===== config.mk =====
export PLATFORM = sky130hd
export DESIGN_NAME = bpa_glue
export DESIGN_NICKNAME = d
export VERILOG_FILES = /design/src/bpa_pkg.sv /design/src/bpa_int_enc.sv /design/src/bpa_addr_dec.sv /design/src/bpa_glue.sv
export SDC_FILE = /design/constraint.sdc
export NUM_CORES = 1
export LEC_CHECK = 0
export ABC_AREA = 1
export BUFFER_PORTS_ARGS = -buffer_cell sky130_fd_sc_hd__buf_2
export CAP_MARGIN = 20
export CORE_ASPECT_RATIO = 1.1
export CORE_MARGIN = 2
export CORE_UTILIZATION = 40
export CTS_CLUSTER_SIZE = 16
export DETAILED_ROUTE_END_ITERATION = 7
export PLACE_DENSITY = 0.78
export SYNTH_ARGS = -nofsm -noshare
export SYNTH_HDL_FRONTEND = slang
export SYNTH_HIERARCHICAL = 1
export SYNTH_SLANG_ARGS = --single-unit

===== constraint.sdc =====
create_clock -name ref_clk_i -period 1.47 [get_ports ref_clk_i]
set_clock_uncertainty 0.05 [all_clocks]
set_input_delay 0.294 -clock ref_clk_i [delete_from_list [all_inputs] [get_ports ref_clk_i]]
set_output_delay 0.294 -clock ref_clk_i [all_outputs]
set_load 0.005 [all_outputs]

===== src/bpa_pkg.sv =====
// package: constants and carrier types for the shared-bus arbiter glue
package bpa_pkg;
    // ======
    // shared bus and buffer ram
    localparam int          BUS_W          = 16;
    localparam int          RAM_AW         = 12;
    localparam logic [15:0] FLAG_OFFSET    = 16'hff00;
    // ======
    // control/status register high byte bit positions
    localparam int          FLAG_B15       = 15;
    localparam int          FLAG_B14       = 14;
    localparam int          FLAG_B13       = 13;
    localparam int          FLAG_B12       = 12;
    localparam int          FLAG_B11       = 11;
    localparam int          FLAG_B10       = 10;
    localparam int          FLAG_B9        = 9;
    localparam int          FLAG_B8        = 8;
    localparam logic [7:0]  FLAG_HI_RST    = 8'h00;
    // ======
    // processor address map
    localparam int          CPU_AW         = 24;
    localparam int          ADDR_BP_BIT    = 23;
    localparam logic [23:0] ROM_TOP        = 24'h01ffff;
    localparam logic [23:0] RAM_BASE       = 24'h020000;
    localparam logic [23:0] RAM_TOP        = 24'h020fff;
    localparam logic [23:0] MODEM_BASE     = 24'h040000;
    localparam logic [23:0] MODEM_TOP      = 24'h04ffff;
    localparam logic [23:0] GIO_BASE       = 24'h050000;
    localparam logic [23:0] GIO_TOP        = 24'h05ffff;
    // ======
    // interrupt levels
    localparam logic [2:0]  LVL_SERIAL     = 3'h6;
    localparam logic [2:0]  LVL_IFACE      = 3'h3;
    localparam logic [2:0]  LVL_DMA        = 3'h2;
    localparam logic [2:0]  LVL_TIMER      = 3'h1;
    localparam logic [2:0]  LVL_NONE       = 3'h0;
    localparam logic [2:0]  FC_INTACK      = 3'h7;
    // ======
    // types
    typedef enum logic [1:0]
    {
        BPA_IFACE = 2'b00,
        BPA_CPU   = 2'b01,
        BPA_DMA   = 2'b11
    } bpa_owner_e;

    typedef struct packed
    {
        logic rom;
        logic ram;
        logic modem;
        logic gio;
    } bpa_local_sel_s;
endpackage : bpa_pkg


===== src/bpa_int_enc.sv =====
// interrupt priority encoder and acknowledge steering
`timescale 1ns/1ns
`default_nettype none
module bpa_int_enc
(
    // clock and reset
    input  wire logic        ref_clk_i,
    input  wire logic        arst_n_i,
    // sources
    input  wire logic        serial_int_i,
    input  wire logic        iface_int_i,
    input  wire logic        dma_int_i,
    input  wire logic        timer_int_i,
    // processor side
    input  wire logic [2:0]  cpu_function_code_i,
    input  wire logic [3:1]  cpu_addr_lo_i,
    input  wire logic        valid_mem_addr_i,
    output logic      [2:0]  cpu_int_level_o,
    output logic             cpu_int_ack_o,
    output logic             serial_int_ack_o,
    output logic             autovector_req_o,
    output logic             iface_int_ack_o,
    output logic             dma_int_ack_o,
    output logic             timer_int_ack_o
);
    logic ack;
    // ======
    // level encoder, highest source wins
    always_ff @(posedge ref_clk_i or negedge arst_n_i)
    begin
        if (!arst_n_i)
            cpu_int_level_o <= 3'h0;
        else if (serial_int_i)
            cpu_int_level_o <= bpa_pkg::LVL_SERIAL;
        else if (iface_int_i)
            cpu_int_level_o <= bpa_pkg::LVL_IFACE;
        else if (dma_int_i)
            cpu_int_level_o <= bpa_pkg::LVL_DMA;
        else if (timer_int_i)
            cpu_int_level_o <= bpa_pkg::LVL_TIMER;
        else
            cpu_int_level_o <= bpa_pkg::LVL_NONE;
    end

    assign ack = (cpu_function_code_i == bpa_pkg::FC_INTACK);
    // ======
    // acknowledge split: vectored for serial, autovector otherwise
    always_ff @(posedge ref_clk_i or negedge arst_n_i)
    begin
        if (!arst_n_i)
        begin
            cpu_int_ack_o    <= 1'b0;
            serial_int_ack_o <= 1'b0;
            autovector_req_o <= 1'b0;
            iface_int_ack_o  <= 1'b0;
            dma_int_ack_o    <= 1'b0;
            timer_int_ack_o  <= 1'b0;
        end
        else
        begin
            cpu_int_ack_o    <= ack;
            serial_int_ack_o <= ack && cpu_addr_lo_i[3];
            autovector_req_o <= ack && !cpu_addr_lo_i[3];
            // decoder only enabled by the valid strobe during autovector
            iface_int_ack_o  <= ack && valid_mem_addr_i && cpu_addr_lo_i == bpa_pkg::LVL_IFACE;
            dma_int_ack_o    <= ack && valid_mem_addr_i && cpu_addr_lo_i == bpa_pkg::LVL_DMA;
            timer_int_ack_o  <= ack && valid_mem_addr_i && cpu_addr_lo_i == bpa_pkg::LVL_TIMER;
        end
    end
endmodule : bpa_int_enc
`default_nettype wire


===== src/bpa_addr_dec.sv =====
// processor address decoder: local half versus shared bus half
`timescale 1ns/1ns
`default_nettype none
module bpa_addr_dec
(
    // processor cycle
    input  wire logic [23:0]            cpu_addr_i,
    input  wire logic                   cpu_strobe_i,
    // decoded
    output logic                        bp_hit_o,
    output bpa_pkg::bpa_local_sel_s     local_sel_o
);
    function automatic logic in_rng(input logic [23:0] a, input logic [23:0] lo, input logic [23:0] hi);
        in_rng = (a >= lo) && (a <= hi);
    endfunction : in_rng

    // ======
    // bit 23 alone splits the space; local decoder only when clear
    always_comb
    begin
        bp_hit_o          = cpu_strobe_i && cpu_addr_i[bpa_pkg::ADDR_BP_BIT];
        local_sel_o       = '0;
        if (cpu_strobe_i && !cpu_addr_i[bpa_pkg::ADDR_BP_BIT])
        begin
            local_sel_o.rom   = in_rng(cpu_addr_i, 24'h000000, bpa_pkg::ROM_TOP);
            local_sel_o.ram   = in_rng(cpu_addr_i, bpa_pkg::RAM_BASE, bpa_pkg::RAM_TOP);
            local_sel_o.modem = in_rng(cpu_addr_i, bpa_pkg::MODEM_BASE, bpa_pkg::MODEM_TOP);
            local_sel_o.gio   = in_rng(cpu_addr_i, bpa_pkg::GIO_BASE, bpa_pkg::GIO_TOP);
        end
    end
endmodule : bpa_addr_dec
`default_nettype wire


===== src/bpa_glue.sv =====
// top: shared-bus arbiter, buffer ram strobes, control/status high byte
// Operation
// - grant processor or dma on request; interface chip granted by default
// - sequencer drives buffer ram enables and strobes for every owner
// - shared bus is sixteen bits, address and data multiplexed
// - 4k-word ram on word address 12:1, held in per-agent latches
// - low byte lives in ram; high byte in dedicated logic
// - bits 14,10,8 read direct; 15,13,12 real to processor, zero to host
// - bit 11 always reads zero
// - interface write with bit 9 set latches programmed reset
// - bit 15 with that write latches skip-self-test
// - processor or interface write to ff00 strobes high byte; only interface writes strobe both reset latches
// - register read drives a dedicated output enable onto the bus
// - processor 0-7fffff local, 800000-ffffff shared bus
// - bit 23 raises shared bus request and latches the ram word address
// - bit 23 clear enables local rom, ram, modem, io decoding
// - rom region decodes up to 01ffff
// - priority encode serial 6, interface 3, dma 2, timer 1
// - function code all ones gives interrupt acknowledge; level on addr 3:1
// - acknowledge with bit 3 set gives serial acknowledge via shared bus
// - acknowledge with bit 3 clear asserts autovector request
// - valid memory strobe enables acknowledge decoder for autovector sources
// - rom and local ram reachable by processor only
// - interface grant held except while another agent owns bus
`timescale 1ns/1ns
`default_nettype none
module bpa_glue
(
    // clock and reset
    input  wire logic        ref_clk_i,
    input  wire logic        arst_n_i,
    // processor
    input  wire logic [23:0] cpu_addr_i,
    input  wire logic        cpu_strobe_i,
    input  wire logic        cpu_write_i,
    input  wire logic [15:0] cpu_data_i,
    input  wire logic [2:0]  cpu_function_code_i,
    input  wire logic        valid_mem_addr_i,
    output logic             cpu_grant_o,
    output logic [2:0]       cpu_int_level_o,
    output logic             cpu_int_ack_o,
    output logic             serial_int_ack_o,
    output logic             autovector_req_o,
    output logic             rom_sel_o,
    output logic             ram_sel_o,
    output logic             modem_sel_o,
    output logic             gio_sel_o,
    // interface chip
    input  wire logic        iface_mem_req_i,
    input  wire logic        iface_read_dir_i,
    input  wire logic [11:0] iface_ram_addr_i,
    output logic             iface_bus_grant_o,
    output logic             iface_mem_ack_o,
    output logic             iface_int_ack_o,
    // dma controller
    input  wire logic        dma_hold_req_i,
    input  wire logic        dma_write_i,
    input  wire logic [11:0] dma_ram_addr_i,
    output logic             dma_grant_o,
    output logic             dma_int_ack_o,
    // interrupt sources
    input  wire logic        serial_int_i,
    input  wire logic        iface_int_i,
    input  wire logic        dma_int_i,
    input  wire logic        timer_int_i,
    output logic             timer_int_ack_o,
    // shared bus, flag address decode and buffer ram
    input  wire logic [15:0] bus_dal_i,
    output logic [15:0]      bus_dal_o,
    output logic             bus_dal_oe_n_o,
    output logic [11:0]      ram_addr_o,
    output logic             ram_cs_o,
    output logic             ram_we_o,
    output logic             ram_oe_o,
    // reset latches
    output logic             programmed_reset_o,
    output logic             skip_self_test_o
);
    // ======
    // signal declarations
    bpa_pkg::bpa_owner_e     owner_reg;
    logic                    bp_hit;
    bpa_pkg::bpa_local_sel_s lsel;
    logic                    cpu_req;
    logic                    cpu_req_reg;
    logic [11:0]             cpu_addr_lat_reg;
    logic [11:0]             dma_addr_lat_reg;
    logic [11:0]             iface_addr_lat_reg;
    logic                    iface_strobe_reg;
    logic                    serial_ack_w;
    logic                    access_done;
    logic                    cur_write;
    logic [11:0]             cur_addr;
    logic                    flag_hit;
    logic                    flag_wr;
    logic                    flag_rd;
    logic [7:0]              flag_hi_reg;
    logic                    flag_sel_reg;
    logic                    iface_data_ph;

    // ======
    // address decode and interrupt logic
    bpa_addr_dec u_dec
    (
        .cpu_addr_i   (cpu_addr_i),
        .cpu_strobe_i (cpu_strobe_i),
        .bp_hit_o     (bp_hit),
        .local_sel_o  (lsel)
    );

    bpa_int_enc u_int
    (
        .ref_clk_i           (ref_clk_i),
        .arst_n_i            (arst_n_i),
        .serial_int_i        (serial_int_i),
        .iface_int_i         (iface_int_i),
        .dma_int_i           (dma_int_i),
        .timer_int_i         (timer_int_i),
        .cpu_function_code_i (cpu_function_code_i),
        .cpu_addr_lo_i       (cpu_addr_i[3:1]),
        .valid_mem_addr_i    (valid_mem_addr_i),
        .cpu_int_level_o     (cpu_int_level_o),
        .cpu_int_ack_o       (cpu_int_ack_o),
        .serial_int_ack_o    (serial_ack_w),
        .autovector_req_o    (autovector_req_o),
        .iface_int_ack_o     (iface_int_ack_o),
        .dma_int_ack_o       (dma_int_ack_o),
        .timer_int_ack_o     (timer_int_ack_o)
    );
    assign serial_int_ack_o = serial_ack_w;

    // serial acknowledge also wants the shared bus to read its vector
    assign cpu_req = bp_hit || serial_ack_w;

    // ======
    // local selects registered; rom and ram never reachable from the host side
    always_ff @(posedge ref_clk_i or negedge arst_n_i)
    begin
        if (!arst_n_i)
        begin
            rom_sel_o   <= 1'b0;
            ram_sel_o   <= 1'b0;
            modem_sel_o <= 1'b0;
            gio_sel_o   <= 1'b0;
        end
        else
        begin
            rom_sel_o   <= lsel.rom;
            ram_sel_o   <= lsel.ram;
            modem_sel_o <= lsel.modem;
            gio_sel_o   <= lsel.gio;
        end
    end

    // ======
    // per-agent word address latches; bit 0 dropped, words only
    always_ff @(posedge ref_clk_i or negedge arst_n_i)
    begin
        if (!arst_n_i)
            cpu_addr_lat_reg <= 12'h000;
        else if (cpu_req && !cpu_req_reg)
            cpu_addr_lat_reg <= cpu_addr_i[12:1];
    end

    always_ff @(posedge ref_clk_i or negedge arst_n_i)
    begin
        if (!arst_n_i)
            dma_addr_lat_reg <= 12'h000;
        else if (owner_reg == bpa_pkg::BPA_DMA)
            dma_addr_lat_reg <= dma_ram_addr_i;
    end

    always_ff @(posedge ref_clk_i or negedge arst_n_i)
    begin
        if (!arst_n_i)
            iface_addr_lat_reg <= 12'h000;
        else if (iface_mem_req_i && !iface_strobe_reg)
            iface_addr_lat_reg <= iface_ram_addr_i;
    end

    always_ff @(posedge ref_clk_i or negedge arst_n_i)
    begin
        if (!arst_n_i)
            cpu_req_reg <= 1'b0;
        else
            cpu_req_reg <= cpu_req;
    end

    // ======
    // arbiter: owner stays until its request drops, interface until its strobe drops; dma beats processor
    always_comb
    begin
        case (owner_reg)
            bpa_pkg::BPA_CPU: access_done = !cpu_req;
            bpa_pkg::BPA_DMA: access_done = !dma_hold_req_i;
            default:          access_done = !iface_strobe_reg;
        endcase
    end

    always_ff @(posedge ref_clk_i or negedge arst_n_i)
    begin
        if (!arst_n_i)
            owner_reg <= bpa_pkg::BPA_IFACE;
        else if (access_done)
        begin
            if (dma_hold_req_i)
                owner_reg <= bpa_pkg::BPA_DMA;
            else if (cpu_req)
                owner_reg <= bpa_pkg::BPA_CPU;
            else
                owner_reg <= bpa_pkg::BPA_IFACE;
        end
    end

    // ======
    // grants registered from current owner and access_done so outputs stay clean
    always_ff @(posedge ref_clk_i or negedge arst_n_i)
    begin
        if (!arst_n_i)
        begin
            cpu_grant_o       <= 1'b0;
            dma_grant_o       <= 1'b0;
            iface_bus_grant_o <= 1'b1;
        end
        else
        begin
            cpu_grant_o       <= (owner_reg == bpa_pkg::BPA_CPU) && !access_done;
            dma_grant_o       <= (owner_reg == bpa_pkg::BPA_DMA) && !access_done;
            iface_bus_grant_o <= (owner_reg == bpa_pkg::BPA_IFACE) || access_done;
        end
    end

    // interface acknowledge then strobe, each one cycle later
    always_ff @(posedge ref_clk_i or negedge arst_n_i)
    begin
        if (!arst_n_i)
        begin
            iface_mem_ack_o  <= 1'b0;
            iface_strobe_reg <= 1'b0;
            flag_sel_reg     <= 1'b0;
        end
        else
        begin
            iface_mem_ack_o  <= iface_mem_req_i && owner_reg == bpa_pkg::BPA_IFACE;
            iface_strobe_reg <= iface_mem_ack_o;
            // address phase is the edge on which the acknowledge rises
            flag_sel_reg     <= (iface_mem_req_i && !iface_mem_ack_o) ? (bus_dal_i == bpa_pkg::FLAG_OFFSET) : flag_sel_reg;
        end
    end

    // ======
    // current access attributes by owner
    always_comb
    begin
        case (owner_reg)
            bpa_pkg::BPA_CPU:
            begin
                cur_write = cpu_write_i;
                cur_addr  = cpu_addr_lat_reg;
            end
            bpa_pkg::BPA_DMA:
            begin
                cur_write = dma_write_i;
                cur_addr  = dma_addr_lat_reg;
            end
            default:
            begin
                cur_write = !iface_read_dir_i;
                cur_addr  = iface_addr_lat_reg;
            end
        endcase
    end

    // host data follows its ff00 address one cycle later, so the hit is remembered
    assign flag_hit = cpu_addr_i[15:0] == bpa_pkg::FLAG_OFFSET;
    assign iface_data_ph = (owner_reg == bpa_pkg::BPA_IFACE) && flag_sel_reg && iface_mem_ack_o && !iface_strobe_reg;
    assign flag_wr = (owner_reg == bpa_pkg::BPA_CPU) ? cpu_grant_o && flag_hit && cpu_write_i
                     : iface_data_ph && !iface_read_dir_i;
    assign flag_rd = (owner_reg == bpa_pkg::BPA_CPU) ? cpu_grant_o && flag_hit && !cpu_write_i
                     : iface_data_ph && iface_read_dir_i;

    // ======
    // buffer ram strobes from the sequencer for any owner
    always_ff @(posedge ref_clk_i or negedge arst_n_i)
    begin
        if (!arst_n_i)
        begin
            ram_addr_o <= 12'h000;
            ram_cs_o   <= 1'b0;
            ram_we_o   <= 1'b0;
            ram_oe_o   <= 1'b0;
        end
        else
        begin
            ram_addr_o <= cur_addr;
            ram_cs_o   <= (owner_reg != bpa_pkg::BPA_IFACE || iface_strobe_reg) && !access_done;
            // low byte is the device type in ram; writes are always whole words
            ram_we_o   <= cur_write && (owner_reg != bpa_pkg::BPA_IFACE || iface_strobe_reg) && !access_done;
            ram_oe_o   <= !cur_write && (owner_reg != bpa_pkg::BPA_IFACE || iface_strobe_reg) && !access_done;
        end
    end

    // ======
    // high byte of control/status, clocked by the flag write strobe
    always_ff @(posedge ref_clk_i or negedge arst_n_i)
    begin
        if (!arst_n_i)
            flag_hi_reg <= bpa_pkg::FLAG_HI_RST;
        else if (flag_wr)
        begin
            flag_hi_reg    <= cpu_data_sel(owner_reg, cpu_data_i, bus_dal_i);
            flag_hi_reg[1] <= 1'b0; // bit 9 bypasses the register logic
            flag_hi_reg[3] <= 1'b0;
        end
    end

    function automatic logic [7:0] cpu_data_sel(input bpa_pkg::bpa_owner_e o, input logic [15:0] c,
                                                input logic [15:0] b);
        cpu_data_sel = (o == bpa_pkg::BPA_CPU) ? c[15:8] : b[15:8];
    endfunction : cpu_data_sel

    // ======
    // reset latches: only an interface write with read direction negated
    always_ff @(posedge ref_clk_i or negedge arst_n_i)
    begin
        if (!arst_n_i)
        begin
            programmed_reset_o <= 1'b0;
            skip_self_test_o   <= 1'b0;
        end
        else if (flag_wr && owner_reg == bpa_pkg::BPA_IFACE && !iface_read_dir_i)
        begin
            programmed_reset_o <= bus_dal_i[bpa_pkg::FLAG_B9];
            skip_self_test_o   <= bus_dal_i[bpa_pkg::FLAG_B9] && bus_dal_i[bpa_pkg::FLAG_B15];
        end
    end

    // ======
    // read-back: processor sees all, host sees zero in 15,13,12
    always_ff @(posedge ref_clk_i or negedge arst_n_i)
    begin
        if (!arst_n_i)
        begin
            bus_dal_o      <= 16'h0000;
            bus_dal_oe_n_o <= 1'b1;
        end
        else
        begin
            bus_dal_oe_n_o <= !flag_rd;
            bus_dal_o      <= 16'h0000;
            if (flag_rd)
            begin
                bus_dal_o[bpa_pkg::FLAG_B14] <= flag_hi_reg[6];
                bus_dal_o[bpa_pkg::FLAG_B10] <= flag_hi_reg[2];
                bus_dal_o[bpa_pkg::FLAG_B8]  <= flag_hi_reg[0];
                bus_dal_o[bpa_pkg::FLAG_B9]  <= programmed_reset_o;
                if (owner_reg == bpa_pkg::BPA_CPU)
                begin
                    bus_dal_o[bpa_pkg::FLAG_B15] <= flag_hi_reg[7];
                    bus_dal_o[bpa_pkg::FLAG_B13] <= flag_hi_reg[5];
                    bus_dal_o[bpa_pkg::FLAG_B12] <= flag_hi_reg[4];
                end
                bus_dal_o[bpa_pkg::FLAG_B11] <= 1'b0;
            end
        end
    end
endmodule : bpa_glue
`default_nettype wire


==> impl_metrics.py <==
metrics = {
    "floorplan": {
        "rows": 37,
        "die-area_um2": 10300,
        "coreArea_um2": 9310,
        "die_w_um": 96.8,
        "die_y_um": 106,
        "initial_utilization": 0.407,
        "io_pins": 147,
    },
    "routing": {
        "drtIter0Drc": 129,
        "wl_met2_um": 4320,
        "wl_met1_um": 3810,
        "wl_per_cell_um": 13.1,
        "antenna_left": 0,
        "dr.pass1.iters": 4,
        "wl_met3_um": 477,
        "vias": 3155,
        "drc": 0,
        "post_drt_via_cell_ratio": 4.63,
        "wl_um": 8940,
        "topRoutingLayerUsed": "met4",
    },
    "logic_synthesis": {
        "synth_flop_cell": "dfrtp_1",
        "yosysWarningCount": 6,
        "yosysUniqueCellTypes": 31,
        "postSynthAreaPerCell_um2": 9.06,
        "synthCells": 418,
        "synth_area_um2": 3790,
        "synth_seq_area_share": 0.589,
        "postSynth.asyncResetShare": 1.00,
        "synth_edf_count": 0,
        "synth_seq_cells": 89,
    },
    "setup_path": {
        "critPathMostFrequentCell": "nand2_1",
        "critPathLaunchType": "flip-flop",
        "reg2reg_depth": 8,
        "rrSetupSlack_ns": 0.11,
        "path_cells": "buf_4 -> nor2_8 -> inv_4 -> nor2_4 -> nand3_4 -> nand2_4 -> nand2_1 -> nand2_1",
        "crit_type": "reg2reg",
        "r2r-end": "flag_hi_reg[4]",
        "cp_max_fo": 9,
        "r2r_start": "owner_reg[1]",
        "crit_path_end_kind": "flip-flop",
        "cpPeakStageDelay_ns": 0.38,
        "worstPathRequired_ns": 1.72,
        "slowest_stage": "dfrtp_1",
        "worst_ep_arrival_time_ns": 1.61,
        "cp_top_family": "simple AND/OR/NAND/NOR gates",
        "cp.buffers_inverters": 2,
    },
    "clock_network": {
        "cts_tree": "built",
        "clock_sink_count": 89,
        "clockBufferDepth": 2,
        "post-cts-setup-buffer-count": 0,
        "cts_made_buffers": 9,
        "clkSlewWorstSetupHoldPaths_ns": 0.08,
        "clk_latency_ns": 0.36,
        "ctsHtreeMaxLevel": 3,
        "cts_root_buffer": "clkbuf_8",
    },
    "power_and_ir_drop": {
        "power.internal_mw": 4.14,
        "irDropWorstVdd_uv": 597,
        "p_leak_nw": 2.69,
        "power_frac_clock": 0.288,
        "pwr-share-comb": 0.195,
        "powerDensity_nw_per_um2": 1190,
        "power.switching_mw": 1.62,
        "p_sw_frac": 0.282,
        "seqPwrFrac": 0.518,
    },
    "global_route": {
        "grt_usage": 0.183,
        "grt_pass1_wl_um": 14800,
        "antenna_found_initial": 0,
        "grt_pass1_vias": 3215,
        "grt_max_degree": 90,
        "grt-ovfl-total": 0,
    },
    "status": {
        "status": "completed",
    },
    "timing": {
        "period_needed_ns": 1.36,
        "clock.fmax_mhz": 733,
        "setup_viol": 0,
        "hold_viol": 0,
        "fin_crit_sh": 0.928,
        "tns_ns": 0,
        "slew_viol_final": 0,
    },
    "final_layout": {
        "finalNetCount": 655,
        "final_cell_mix": "nand2_1 (134), buf_2 (126), dfrtp_1 (87), inv_1 (45), nor2_1 (42)",
        "layout_commonest_cell": "nand2_1",
        "instances_no_fill": 681,
        "drive_gt1_frac": 0.323,
        "antenna_cells": 0,
        "fin_util": 0.520,
        "fillCellCount": 858,
        "syn2layout_area_growth_pct": 27.7,
    },
    "place": {
        "io_buffers": 127,
        "dp.cells": 663,
        "dp_hpwl_um": 6650,
        "place_congestion": 0.822,
    },
    "flow_run": {
        "drv_cap": 0,
    },
    "worst_hold_path": {
        "hp-class": "in2reg",
        "min_from": "dma_ram_addr_i[11]",
        "min_to": "dma_addr_lat_reg[11]",
        "hold_depth": 3,
    },
}
-- power by group through the flow --
| stage | combinational (mW) | sequential [mW] | clock, mW |
|---|---|---|---|
| global placement | 1.10 | 3.01 | 0 |
| global route | 1.27 | 3.03 | 1.80 |
| finish | 1.12 | 2.98 | 1.66 |
| CTS | 1.14 | 2.98 | 1.71 |
| floorplan | 0.581 | 3.03 | 0 |
| detailed placement | 1.13 | 3.03 | 0 |
-- worst min-delay path, cell delays in order --
cell     delay (ns)
buf_2          0.08
nand2_1        0.04
nand2_1        0.04
-- routing by layer --
metal,up-vias,GRT usage
li1,1556,-
met1,1477,0.223
met2,96,0.296
met3,26,0.0487
met4,0,0.101
met5,-,0
-- synth_stat cells (5+ instances only) --
master	instances	share of area
dfrtp_1	87	0.57
nand4_1	8	0.013
mux2_2	12	0.036
inv_1	45	0.045
o21ai_0	14	0.019
a21oi_1	7	0.0092
buf_2	5	0.0066
nand3_1	23	0.030
nand2_1	134	0.13
buf_4	10	0.020
nor2_1	42	0.042
-- worst max path at each step --
stage                  startpoint                  to  slack, ns  cells past startpoint
global route         owner_reg[0]        bus_dal_o[9]      -0.01                      5
global placement    cpu_addr_i[2]      flag_hi_reg[4]       0.06                      8
CTS                  owner_reg[0]      flag_hi_reg[4]       0.09                      7
finish               owner_reg[1]      flag_hi_reg[4]       0.11                      8
detailed placement  cpu_addr_i[2]      flag_hi_reg[4]       0.02                      8
floorplan            owner_reg[0]  programmed_reset_o       0.13                      7
-- cell families (layout without fill, tap and decap cells) --
family,count (synthesis),after routing,synth area share
buffers and inverters,67,205,0.0786
multiplexers,12,12,0.0357
other,1,9,0.000990
AND/OR/NAND/NOR,224,224,0.262
flip-flops,89,89,0.589
AO/OA/AOI/OAI,25,25,0.0344
-- cell type report --
| cell class | instances | area, um2 | area share |
|---|---|---|---|
| Sequential cell | 89 | 2230 | 0.461 |
| Multi-Input combinational cell | 270 | 1300 | 0.269 |
| Timing Repair Buffer | 141 | 786 | 0.163 |
| Inverter | 48 | 183 | 0.0378 |
| Clock buffer | 13 | 149 | 0.0308 |
| Tap cell | 117 | 146 | 0.0303 |
| Clock inverter | 3 | 40.0 | 0.00828 |
-- timing repair --
| item | 4_1_cts | 5_1_grt |
|---|---|---|
| endpoints found under the hold margin | 88 | 0 |
| hold buffers | 2 | 0 |
| endpoints found under the setup margin | 0 | 7 |
| gates resized for setup | 0 | 2 |
-- stage by stage --
| stage | total power [mW] | setup WS (ns) | instance area, um2 | hold WS (ns) |
|---|---|---|---|---|
| finish | 5.76 | 0.106 | 4830 | 0.0764 |
| global placement | 4.11 | 0.0622 | 4610 | 0.317 |
| global route | 6.11 | -0.0110 | 4830 | 0.0662 |
| CTS | 5.83 | 0.0862 | 4820 | 0.0618 |
| floorplan | 3.61 | 0.128 | 3820 | -0.0516 |
| detailed placement | 4.16 | 0.0176 | 4610 | 0.328 |
Power figures use the tool's default switching activity.
